## src/verilog/bsm_pkg.sv

```systemverilog
// Behaviour
// - chip select with read strobe drives register; with store strobe it stores
// - reset clears all registers, then reset control bit 0 reads set
// - reset control write clears pointers; bit 0 resets all registers
// - device strobe causes one device transfer per clock it stands, seen on the third clock edge (fourth in maximum mode)
// - maximum mode multiplexes low and high address bytes on low lines
// - maximum mode strobes high byte into host or device latch
// - host latch enable in maximum, address bit 12 in extended mode
// - device latch enable in maximum, address bit 13 in extended mode
// - memory select on every buffer access, store enable on writes
// - busy drive from control bit 7 or arbitration phase
// - target pick output follows control bit 6
// - pick sense input restarts arbitration bus free search
// - two settable outputs mark slave and master roles
// - bus enables from transfer logic or control bits 2 and 3
// - request asks host for transfer; acknowledge answers it
// - halt pointer equal to active pointer sets done bit, halts handshake
// - new halt pointer write resumes handshake if still enabled
// - low host port gives host bus; write pulses data hold strobe
// - high host port is same for upper host byte
// - buffer window read selects memory; write also enables store
// - transfer control write starts transfers and sets direction
// - buffer size and extended bit choose addressing mode
// - maximum mode when size exceeds 1K, or 16K when extended
// - device transfers served before host transfers
package bsm_pkg;
	// ------------------------------------------------------------
	// register map
	// ------------------------------------------------------------
	localparam logic [7:0] host_bus_low_port = 8'h50;
	localparam logic [7:0] host_bus_high_port = 8'h51;
	localparam logic [7:0] host_interface_control = 8'h52;
	localparam logic [7:0] transfer_control = 8'h53;
	localparam logic [7:0] buffer_size = 8'h54;
	localparam logic [7:0] address_mode_control = 8'h55;
	localparam logic [7:0] reset_control = 8'h59;
	localparam logic [7:0] read_pointer_low = 8'h5a;
	localparam logic [7:0] read_pointer_high = 8'h5b;
	localparam logic [7:0] write_pointer_low = 8'h5c;
	localparam logic [7:0] write_pointer_high = 8'h5d;
	localparam logic [7:0] halt_pointer_low = 8'h5e;
	localparam logic [7:0] halt_pointer_high = 8'h5f;
	localparam logic [7:0] buffer_window_port = 8'h70;
	// ------------------------------------------------------------
	// field positions
	// ------------------------------------------------------------
	localparam int hic_busy_bit = 7;
	localparam int hic_pick_bit = 6;
	localparam int hic_arb_bit = 5;
	localparam int hic_master_bit = 4;
	localparam int hic_out_en_bit = 3;
	localparam int hic_in_en_bit = 2;
	localparam int hic_slave_bit = 1;
	localparam int tc_done_bit = 5;
	localparam int tc_dir_bit = 4;
	localparam int tc_host_run_bit = 0;
	localparam int amc_ext_bit = 0;
	localparam int rst_ctl_bit = 0;
	// buffer size register holds size in 256-byte pages minus one
	localparam logic [7:0] size_min_limit = 8'h03;
	localparam logic [7:0] size_ext_limit = 8'h3f;
	// bus free cycles and settle cycles before arbitration phase
	localparam logic [2:0] bus_free_cycles = 3'h3;
	localparam logic [2:0] arb_delay_cycles = 3'h4;
	localparam logic [7:0] reset_value = 8'h00;
	typedef enum {addr_min, addr_ext, addr_max} addr_mode_t;
endpackage

```

## src/verilog/bsm_arbiter.sv

```systemverilog
// bus free search then arbitration phase
module bsm_arbiter
	import bsm_pkg::*;
(
	// clock and reset
	input wire logic clk,
	input wire logic rst,
	// control
	input wire logic arb_enable,
	input wire logic busy_sense,
	input wire logic pick_sense,
	// status
	output logic arb_phase
);
	typedef enum {st_search, st_settle, st_arbitrate} arb_state_t;
	arb_state_t state_r;
	logic [2:0] count_r;

	// -----------------------------------------------------------
	// sequencer
	// -----------------------------------------------------------
	// pick sense wins over everything so a selection restarts search
	always_ff @(posedge clk)
	begin
		if (rst || pick_sense)
		begin
			state_r <= st_search;
			count_r <= 3'h0;
		end
		else
		begin
			unique case (state_r)
				st_search:
				begin
					if (busy_sense)
						count_r <= 3'h0;
					else if (count_r == bus_free_cycles - 3'h1)
					begin
						count_r <= 3'h0;
						if (arb_enable)
							state_r <= st_settle;
					end
					else
						count_r <= count_r + 3'h1;
				end
				st_settle:
				begin
					if (count_r == arb_delay_cycles - 3'h1)
						state_r <= st_arbitrate;
					count_r <= count_r + 3'h1;
				end
				st_arbitrate:
				begin
					if (!arb_enable)
						state_r <= st_search;
					count_r <= 3'h0;
				end
			endcase
		end
	end

	assign arb_phase = (state_r == st_arbitrate);
endmodule

```

## src/verilog/bsm_addr_mux.sv

```systemverilog
// maps a 16-bit buffer address onto the pin set of each mode
module bsm_addr_mux
	import bsm_pkg::*;
(
	// mode and phase
	input addr_mode_t mode,
	input wire logic high_phase,
	input wire logic host_access,
	input wire logic device_access,
	// address
	input wire logic [15:0] addr,
	// pins, latch enables active low
	output logic [7:0] addr_low,
	output logic pin_a8,
	output logic pin_a9,
	output logic [1:0] pin_a10_11,
	output logic pin_a12,
	output logic pin_a13
);
	always_comb
	begin
		addr_low = addr[7:0];
		pin_a8 = addr[8];
		pin_a9 = addr[9];
		pin_a10_11 = addr[11:10];
		pin_a12 = 1'b1;
		pin_a13 = 1'b1;
		unique case (mode)
			addr_min:
				pin_a10_11 = 2'b00;
			addr_ext:
			begin
				pin_a12 = addr[12];
				pin_a13 = addr[13];
			end
			addr_max:
			begin
				// high byte first, caught by the latch strobe
				addr_low = high_phase ? addr[15:8] : addr[7:0];
				pin_a8 = high_phase && host_access;
				pin_a9 = high_phase && device_access;
				pin_a12 = !(host_access && !high_phase);
				pin_a13 = !(device_access && !high_phase);
			end
		endcase
	end
endmodule

```

## src/verilog/buffer_storage_manager_io.sv

```systemverilog
// buffer storage manager: register file, port arbiter and handshake
module buffer_storage_manager_io
	import bsm_pkg::*;
(
	// clock and reset
	input wire logic clk,
	input wire logic rst,
	// reset pin, active low, asynchronous to clk
	input wire logic reset_pin_n,
	// microprocessor bus
	input wire logic chip_select,
	input wire logic addr_latch_en,
	input wire logic read_strobe,
	input wire logic store_strobe,
	input wire logic [7:0] mux_bus_in,
	output logic [7:0] mux_bus_out,
	output logic mux_bus_oe_n,
	// device port
	input wire logic device_transfer_strobe,
	// buffer memory
	output logic [7:0] buf_addr_low,
	output logic host_latch_strobe,
	output logic device_latch_strobe,
	output logic [1:0] buf_addr_mid,
	output logic host_latch_output_en,
	output logic device_latch_output_en,
	output logic memory_select,
	output logic buffer_store_en,
	// bus arbitration pins
	input wire logic busy_sense_in,
	input wire logic pick_sense_in,
	output logic busy_drive_out,
	output logic target_pick_out,
	output logic slave_role_out,
	output logic master_role_out,
	// host port
	output logic bus_input_enable,
	output logic bus_output_enable,
	output logic data_hold_strobe,
	input wire logic host_ack,
	output logic host_req
);
	import bsm_pkg::*;

	// -----------------------------------------------------------
	// input synchronisers
	// -----------------------------------------------------------
	// every pin crosses two flops; only stage two is ever read
	localparam int n_sync = 9;
	logic [n_sync-1:0] sync1_r;
	logic [n_sync-1:0] sync2_r;
	logic [n_sync-1:0] pins;
	assign pins = {reset_pin_n, chip_select, addr_latch_en, read_strobe, store_strobe,
		device_transfer_strobe, busy_sense_in, pick_sense_in, host_ack};
	always_ff @(posedge clk)
	begin
		sync1_r <= pins;
		sync2_r <= sync1_r;
	end
	logic rst_pin_n, cs_s, ale_s, rd_s, wr_s, dev_s, busy_s, pick_s, ack_s;
	assign {rst_pin_n, cs_s, ale_s, rd_s, wr_s, dev_s, busy_s, pick_s, ack_s} = sync2_r;

	// data and address are stable while strobes are, so they are sampled
	// once more alongside the strobe to align them
	logic [7:0] bus_d1_r, bus_d2_r, reg_addr_r;
	logic wr_d_r, ale_d_r, rd_d_r;
	always_ff @(posedge clk)
	begin
		bus_d1_r <= mux_bus_in;
		bus_d2_r <= bus_d1_r;
		wr_d_r <= rst ? 1'b0 : wr_s;
		rd_d_r <= rst ? 1'b0 : rd_s;
		ale_d_r <= rst ? 1'b0 : ale_s;
	end
	always_ff @(posedge clk)
	begin
		if (rst)
			reg_addr_r <= reset_value;
		else if (ale_d_r && !ale_s)
			reg_addr_r <= bus_d2_r; // address taken at latch enable fall
	end

	// one store per strobe, taken at its leading edge
	logic store_ev;
	assign store_ev = cs_s && wr_s && !wr_d_r;
	function automatic logic hit(input logic [7:0] a, input logic [7:0] off);
		hit = (a == off);
	endfunction

	// -----------------------------------------------------------
	// register file
	// -----------------------------------------------------------
	logic [7:0] hic_r, tc_r, size_r, amc_r;
	logic [15:0] rd_ptr_r, wr_ptr_r, halt_ptr_r;
	logic rst_flag_r, soft_rst;
	logic wipe;
	logic dev_go, host_go, done_set;
	assign soft_rst = store_ev && hit(reg_addr_r, reset_control)
		&& bus_d2_r[rst_ctl_bit];
	assign wipe = rst || !rst_pin_n || soft_rst;

	// control registers
	always_ff @(posedge clk)
	begin
		if (wipe)
		begin
			hic_r <= reset_value;
			size_r <= reset_value;
			amc_r <= reset_value;
		end
		else if (store_ev)
		begin
			if (hit(reg_addr_r, host_interface_control))
				hic_r <= bus_d2_r;
			if (hit(reg_addr_r, buffer_size))
				size_r <= bus_d2_r;
			if (hit(reg_addr_r, address_mode_control))
				amc_r <= bus_d2_r;
		end
	end

	// transfer control: a write starts work and sets direction; done is sticky
	always_ff @(posedge clk)
	begin
		if (wipe)
			tc_r <= reset_value;
		else
		begin
			if (store_ev && hit(reg_addr_r, transfer_control))
				tc_r <= bus_d2_r;
			if (done_set)
				tc_r[tc_done_bit] <= 1'b1;
		end
	end

	// reset flag stands after any reset until software writes reset control with bit 0 clear
	always_ff @(posedge clk)
	begin
		if (wipe)
			rst_flag_r <= 1'b1;
		else if (store_ev && hit(reg_addr_r, reset_control))
			rst_flag_r <= 1'b0;
	end

	// pointers: cleared by any reset control write, incremented per byte
	logic ptr_clr;
	assign ptr_clr = wipe || (store_ev && hit(reg_addr_r, reset_control));
	logic dir_in;
	assign dir_in = tc_r[tc_dir_bit]; // disk to memory when set
	always_ff @(posedge clk)
	begin
		if (ptr_clr)
		begin
			rd_ptr_r <= 16'h0000;
			wr_ptr_r <= 16'h0000;
			halt_ptr_r <= 16'h0000;
		end
		else
		begin
			if (store_ev && hit(reg_addr_r, read_pointer_low))
				rd_ptr_r[7:0] <= bus_d2_r;
			if (store_ev && hit(reg_addr_r, read_pointer_high))
				rd_ptr_r[15:8] <= bus_d2_r;
			if (store_ev && hit(reg_addr_r, write_pointer_low))
				wr_ptr_r[7:0] <= bus_d2_r;
			if (store_ev && hit(reg_addr_r, write_pointer_high))
				wr_ptr_r[15:8] <= bus_d2_r;
			if (store_ev && hit(reg_addr_r, halt_pointer_low))
				halt_ptr_r[7:0] <= bus_d2_r;
			if (store_ev && hit(reg_addr_r, halt_pointer_high))
				halt_ptr_r[15:8] <= bus_d2_r;
			// disk reads fill at the write pointer, host drains at read pointer
			if ((dev_go && dir_in) || (host_go && !dir_in))
				wr_ptr_r <= wr_ptr_r + 16'h0001;
			if ((dev_go && !dir_in) || (host_go && dir_in))
				rd_ptr_r <= rd_ptr_r + 16'h0001;
		end
	end

	// -----------------------------------------------------------
	// addressing mode
	// -----------------------------------------------------------
	addr_mode_t mode;
	always_comb
	begin
		if (amc_r[amc_ext_bit])
			mode = (size_r > size_ext_limit) ? addr_max : addr_ext;
		else
			mode = (size_r > size_min_limit) ? addr_max : addr_min;
	end

	// -----------------------------------------------------------
	// host handshake and port arbitration
	// -----------------------------------------------------------
	// host pointer is the one the host side moves
	logic [15:0] host_ptr;
	logic at_halt, host_want, req_r;
	assign host_ptr = dir_in ? rd_ptr_r : wr_ptr_r;
	assign at_halt = (host_ptr == halt_ptr_r);
	// sticky done bit does not gate requests, so a new halt pointer resumes them
	assign host_want = tc_r[tc_host_run_bit] && !at_halt;
	assign done_set = tc_r[tc_host_run_bit] && at_halt;

	// maximum mode spends the strobe's cycle on the high byte, then accesses
	logic dev_d_r, dev_pend, high_phase;
	always_ff @(posedge clk)
		dev_d_r <= wipe ? 1'b0 : dev_s;

	// device always wins; ack is a level, so a blocked host access is only delayed
	assign dev_go = ((mode == addr_max) ? dev_d_r : dev_s) && !wipe;
	assign dev_pend = dev_go || ((mode == addr_max) && dev_s);
	assign host_go = ack_s && req_r && !dev_pend && !wipe;

	always_ff @(posedge clk)
	begin
		if (wipe)
			req_r <= 1'b0;
		else if (host_go)
			req_r <= 1'b0;
		else if (host_want && !ack_s && !done_set)
			req_r <= 1'b1;
	end

	// maximum mode: every cycle without an access shows the high byte
	assign high_phase = (mode == addr_max) && !dev_go && !host_go;

	// -----------------------------------------------------------
	// buffer access and pins
	// -----------------------------------------------------------
	logic win_rd, win_wr, host_port_wr, dev_buf_wr, host_buf_wr;
	// one memory select per read, however long the strobe stands
	assign win_rd = cs_s && rd_s && !rd_d_r && hit(reg_addr_r, buffer_window_port);
	assign win_wr = store_ev && hit(reg_addr_r, buffer_window_port);
	assign host_port_wr = store_ev && (hit(reg_addr_r, host_bus_low_port)
		|| hit(reg_addr_r, host_bus_high_port));
	assign dev_buf_wr = dev_go && dir_in;
	assign host_buf_wr = host_go && !dir_in;
	logic [15:0] cur_addr;
	assign cur_addr = (dev_pend ? dir_in : !dir_in) ? wr_ptr_r : rd_ptr_r;

	logic [7:0] al;
	logic a8, a9, a12, a13;
	logic [1:0] a10_11;
	bsm_addr_mux mux_i (
		.mode(mode),
		.high_phase(high_phase),
		.host_access(host_go || req_r),
		.device_access(dev_pend),
		.addr(cur_addr),
		.addr_low(al),
		.pin_a8(a8),
		.pin_a9(a9),
		.pin_a10_11(a10_11),
		.pin_a12(a12),
		.pin_a13(a13)
	);

	logic arb_phase;
	bsm_arbiter arb_i (
		.clk(clk),
		.rst(wipe),
		.arb_enable(hic_r[hic_arb_bit]),
		.busy_sense(busy_s),
		.pick_sense(pick_s),
		.arb_phase(arb_phase)
	);

	// all outputs registered
	always_ff @(posedge clk)
	begin
		if (wipe)
		begin
			buf_addr_low <= 8'h00;
			host_latch_strobe <= 1'b0;
			device_latch_strobe <= 1'b0;
			buf_addr_mid <= 2'b00;
			host_latch_output_en <= 1'b1;
			device_latch_output_en <= 1'b1;
			memory_select <= 1'b0;
			buffer_store_en <= 1'b0;
			data_hold_strobe <= 1'b0;
			host_req <= 1'b0;
		end
		else
		begin
			buf_addr_low <= al;
			host_latch_strobe <= a8;
			device_latch_strobe <= a9;
			buf_addr_mid <= a10_11;
			host_latch_output_en <= a12;
			device_latch_output_en <= a13;
			memory_select <= dev_go || host_go || win_rd || win_wr;
			buffer_store_en <= dev_buf_wr || host_buf_wr || win_wr;
			data_hold_strobe <= host_port_wr;
			host_req <= req_r;
		end
	end

	// bus pins follow control bits or transfer logic
	always_ff @(posedge clk)
	begin
		if (wipe)
		begin
			busy_drive_out <= 1'b0;
			target_pick_out <= 1'b0;
			slave_role_out <= 1'b0;
			master_role_out <= 1'b0;
			bus_input_enable <= 1'b0;
			bus_output_enable <= 1'b0;
		end
		else
		begin
			busy_drive_out <= hic_r[hic_busy_bit] || arb_phase;
			target_pick_out <= hic_r[hic_pick_bit];
			slave_role_out <= hic_r[hic_slave_bit];
			master_role_out <= hic_r[hic_master_bit];
			bus_input_enable <= hic_r[hic_in_en_bit]
				|| (tc_r[tc_host_run_bit] && !dir_in);
			bus_output_enable <= hic_r[hic_out_en_bit]
				|| (tc_r[tc_host_run_bit] && dir_in);
		end
	end

	// -----------------------------------------------------------
	// read back
	// -----------------------------------------------------------
	// reading while chip select and read strobe stand drives the bus
	always_ff @(posedge clk)
	begin
		if (rst)
		begin
			mux_bus_out <= 8'h00;
			mux_bus_oe_n <= 1'b1;
		end
		else
		begin
			mux_bus_oe_n <= !(cs_s && rd_s);
			unique case (reg_addr_r)
				host_interface_control: mux_bus_out <= hic_r;
				transfer_control: mux_bus_out <= tc_r;
				buffer_size: mux_bus_out <= size_r;
				address_mode_control: mux_bus_out <= amc_r;
				reset_control: mux_bus_out <= {7'h00, rst_flag_r};
				read_pointer_low: mux_bus_out <= rd_ptr_r[7:0];
				read_pointer_high: mux_bus_out <= rd_ptr_r[15:8];
				write_pointer_low: mux_bus_out <= wr_ptr_r[7:0];
				write_pointer_high: mux_bus_out <= wr_ptr_r[15:8];
				halt_pointer_low: mux_bus_out <= halt_ptr_r[7:0];
				halt_pointer_high: mux_bus_out <= halt_ptr_r[15:8];
				default: mux_bus_out <= 8'h00;
			endcase
		end
	end
endmodule

```

## config.mk

```make
export PLATFORM = sky130hd
export DESIGN_NAME = buffer_storage_manager_io
export DESIGN_NICKNAME = d
export VERILOG_FILES = /design/src/verilog/bsm_pkg.sv /design/src/verilog/bsm_arbiter.sv /design/src/verilog/bsm_addr_mux.sv /design/src/verilog/buffer_storage_manager_io.sv
export SDC_FILE = /design/constraint.sdc
export NUM_CORES = 1
export LEC_CHECK = 0
export ABC_AREA = 1
export BUFFER_PORTS_ARGS = -buffer_cell sky130_fd_sc_hd__buf_2
export CAP_MARGIN = 20
export CELL_PAD_IN_SITES_DETAIL_PLACEMENT = 1
export CELL_PAD_IN_SITES_GLOBAL_PLACEMENT = 1
export CORE_UTILIZATION = 50
export CTS_BUF_LIST = sky130_fd_sc_hd__clkbuf_2 sky130_fd_sc_hd__clkbuf_4 sky130_fd_sc_hd__clkbuf_8
export CTS_CLUSTER_SIZE = 24
export DETAILED_ROUTE_END_ITERATION = 10
export PLACE_DENSITY_LB_ADDON = 0.1
export SETUP_SLACK_MARGIN = 0.1
export SLEW_MARGIN = 20
export SYNTH_ARGS = -nofsm -noshare
export SYNTH_HDL_FRONTEND = slang
export SYNTH_SLANG_ARGS = --single-unit
export TNS_END_PERCENT = 50
```

## constraint.sdc

```tcl
create_clock -name clk -period 4.7 [get_ports clk]
set_input_delay 1.41 -clock clk [delete_from_list [all_inputs] [get_ports clk]]
set_output_delay 1.41 -clock clk [all_outputs]
set_load 0.03 [all_outputs]
```

==> flow_summary.json <==
{
  "cp_data_required_time_ns": 5.04,
  "dp_hpwl_um": 17400,
  "hold_viol_final": 0,
  "drv_slew": 0,
  "grt-ovfl-total": 0,
  "min_path_cells": 0,
  "tightest_slew_ns": 0.951,
  "cts_tree": "yes",
  "cts_setup_buffers": 0,
  "root_buffer": "clkbuf_8",
  "peakVddDrop_v": 0.000223,
  "holdBufCountCts": 0,
  "synth_area_um2": 7780,
  "setup_ws_ns": 1.55,
  "synthCells": 1062,
  "status": "finished, final reports clean",
  "synth-seq-cells": 166,
  "diodes": 0,
  "layout-drive-gt1-share": 0.117,
  "pin_count": 52,
  "yosysUniqueCellTypes": 39,
  "wire_per_inst_um": 19.0,
  "vias_per_cell": 5.74,
  "port_buffers": 51,
  "layout_common_cells": "170 x nand3_1, 166 x dfxtp_1, 153 x nand2_1, 142 x inv_1, 86 x nor2_1",
  "fmax_mhz": 317,
  "vias": 7414,
  "grt_start_max_net_pins": 39,
  "first_global_vias": 7220,
  "fp.dieArea_um2": 16100,
  "period_share": 0.671,
  "finalSetupTns_ns": 0,
  "grt_usage": 0.321,
  "ys_seq_area_frac": 0.427,
  "grt_pass1_wl_um": 39300,
  "h-tree-depth": 4,
  "antenna_found_initial": 0,
  "end_kind": "flip-flop",
  "ctsResizeCount": 0,
  "multi_input_area_um2": 3650,
  "worst_clock_skew_ns": 0.0120,
  "antenna_left": 0,
  "firstDrtPassIters": 5,
  "hp-class": "reg2reg",
  "powerDensity_nw_per_um2": 311,
  "dieWidth_um": 127,
  "seq_area_um2": 3320,
  "clock_latency_ns": 0.48,
  "fp-row-count": 45,
  "fp.coreArea_um2": 15200,
  "crit_type": "in2reg",
  "cts_buffer_depth": 2,
  "yosys_warnings": 0,
  "wl_um": 24600,
  "drc": 0,
  "clkTransAtPathRegs_ns": 0.10,
  "critPathLaunchType": "input pin",
  "relSlewSlack": 0.360,
  "cap_viol_max_count": 0,
  "setup_viol": 0,
  "dieHeight_um": 127,
  "syn_nets": 1089,
  "cp.arrival_ns": 3.49,
  "drt_iter0_markers": 609,
  "path_max_fanout": 17,
  "p_leak_nw": 3.66,
  "numCtsBuffers": 17,
  "rsz0062_at_grt": "no",
  "min_period_ns": 3.15,
  "cts.sinks": 166,
  "nFillCells": 1966,
  "syn_area_per_cell_um2": 7.33,
  "nets": 1117,
  "final_common_cell": "nand3_1",
  "syn_to_final_growth_pct": 9.33,
  "dp_worst_setup_slack_ns": 1.19,
  "globalplace.congestion": 0.901,
  "reg2reg_depth": 6,
  "initial_core_util": 0.512
}
==> registers in the layout, indices dropped and copies added, names as in the netlist, 2 cells and up <==
| register | cells |
|---|---|
| amc_r | 8 |
| tc_r | 8 |
| arb_i.count_r | 3 |
| rd_ptr_r | 16 |
| buf_addr_mid | 2 |
| halt_ptr_r | 16 |
| hic_r | 8 |
| buf_addr_low | 8 |
| bus_d1_r | 8 |
| sync1_r | 9 |
| mux_bus_out | 8 |
| wr_ptr_r | 16 |
| sync2_r | 9 |
| bus_d2_r | 8 |
| arb_i.state_r | 2 |
| size_r | 8 |
| reg_addr_r | 8 |
==> final cells by class <==
cell class                      instances  area share
Tap cell                              188      0.0277
Sequential cell                       166       0.391
Timing Repair Buffer                   59      0.0385
Clock inverter                         15      0.0218
Multi-Input combinational cell        699       0.429
Inverter                              147      0.0650
Clock buffer                           17      0.0275
==> power by group <==
part / leakage, nW / switching, mW / total (mW) / internal, mW
logic: 2.10 / 0.0589 / 0.0825 / 0.0236
clock network: 0.208 / 0.603 / 1.10 / 0.496
registers: 1.35 / 0.0319 / 1.46 / 1.43
==> worst paths after layout <==
| path | from | endpoint | slack, ns |
|---|---|---|---|
| hold / removal | bus_d1_r[4]$_DFF_P_ | bus_d2_r[4]$_DFF_P_ | 0.33 |
| hold reg to reg | bus_d1_r[4]$_DFF_P_ | bus_d2_r[4]$_DFF_P_ | 0.33 |
| setup / recovery | rst | host_latch_output_en$_SDFF_PP1_ | 1.55 |
| setup reg to reg | sync2_r[7]$_DFF_P_ | amc_r[1]$_SDFFE_PP0P_ | 1.81 |
==> cell usage after synthesis (all sizes together) <==
cell type    n  area share
nor3         9      0.0064
o21ai       79       0.051
nand2      170       0.091
xor2        33       0.037
nor4         5      0.0040
buf         30       0.023
nor3b        1     0.00097
dfxtp      166        0.43
ha           8       0.013
nand4       14       0.014
o31ai        1     0.00097
inv        145       0.070
xnor2        3      0.0034
a41oi        1      0.0011
a221oi       7      0.0079
and2         4      0.0032
or2          4      0.0032
a21oi       64       0.041
nor2        94       0.053
nand3      172        0.11
clkinv       2      0.0011
o22ai       24       0.019
clkbuf      20      0.0096
o211ai       2      0.0019
a211oi       4      0.0039
==> layer usage <==
metal	routed length (µm)	global-route usage	vias to the layer above
met1	11000	0.422	3602
met4	725	0.123	0
met3	1330	0.0586	48
met2	11500	0.526	228
met5	0	0	-
li1	-	-	3536
==> cells by family after synthesis <==
kind of cell | synth area share
buffers and inverters | 0.104
AO/OA/AOI/OAI | 0.127
flip-flops | 0.427
XOR/XNOR | 0.0405
adder cells (fa/ha/maj) | 0.0129
AND/OR/NAND/NOR | 0.288
==> per-stage QoR <==
step,hold slack [ns],total power [mW],utilization,cell area (µm²),cells
after floorplan,0.310,1.53,-,7780,1062
after global placement,0.310,1.57,0.532,8090,1259
after detailed placement,0.313,1.57,0.532,8090,1259
after CTS,0.331,2.66,0.560,8510,1291
after global routing,0.329,2.73,0.560,8510,1291
final,0.331,2.64,0.560,8510,1291
==> critical path: stages <==
cell and delay, ns:
buf_2 0.12, inv_1 0.06, buf_4 0.21, nand2_1 0.16, nor2_8 0.28, nand2_4 0.14
nand2_1 0.11, inv_1 0.04, nand2_1 0.30, inv_1 0.24, o21ai_0 0.28, nand3_1 0.15
(Power assumes the default switching activity.)
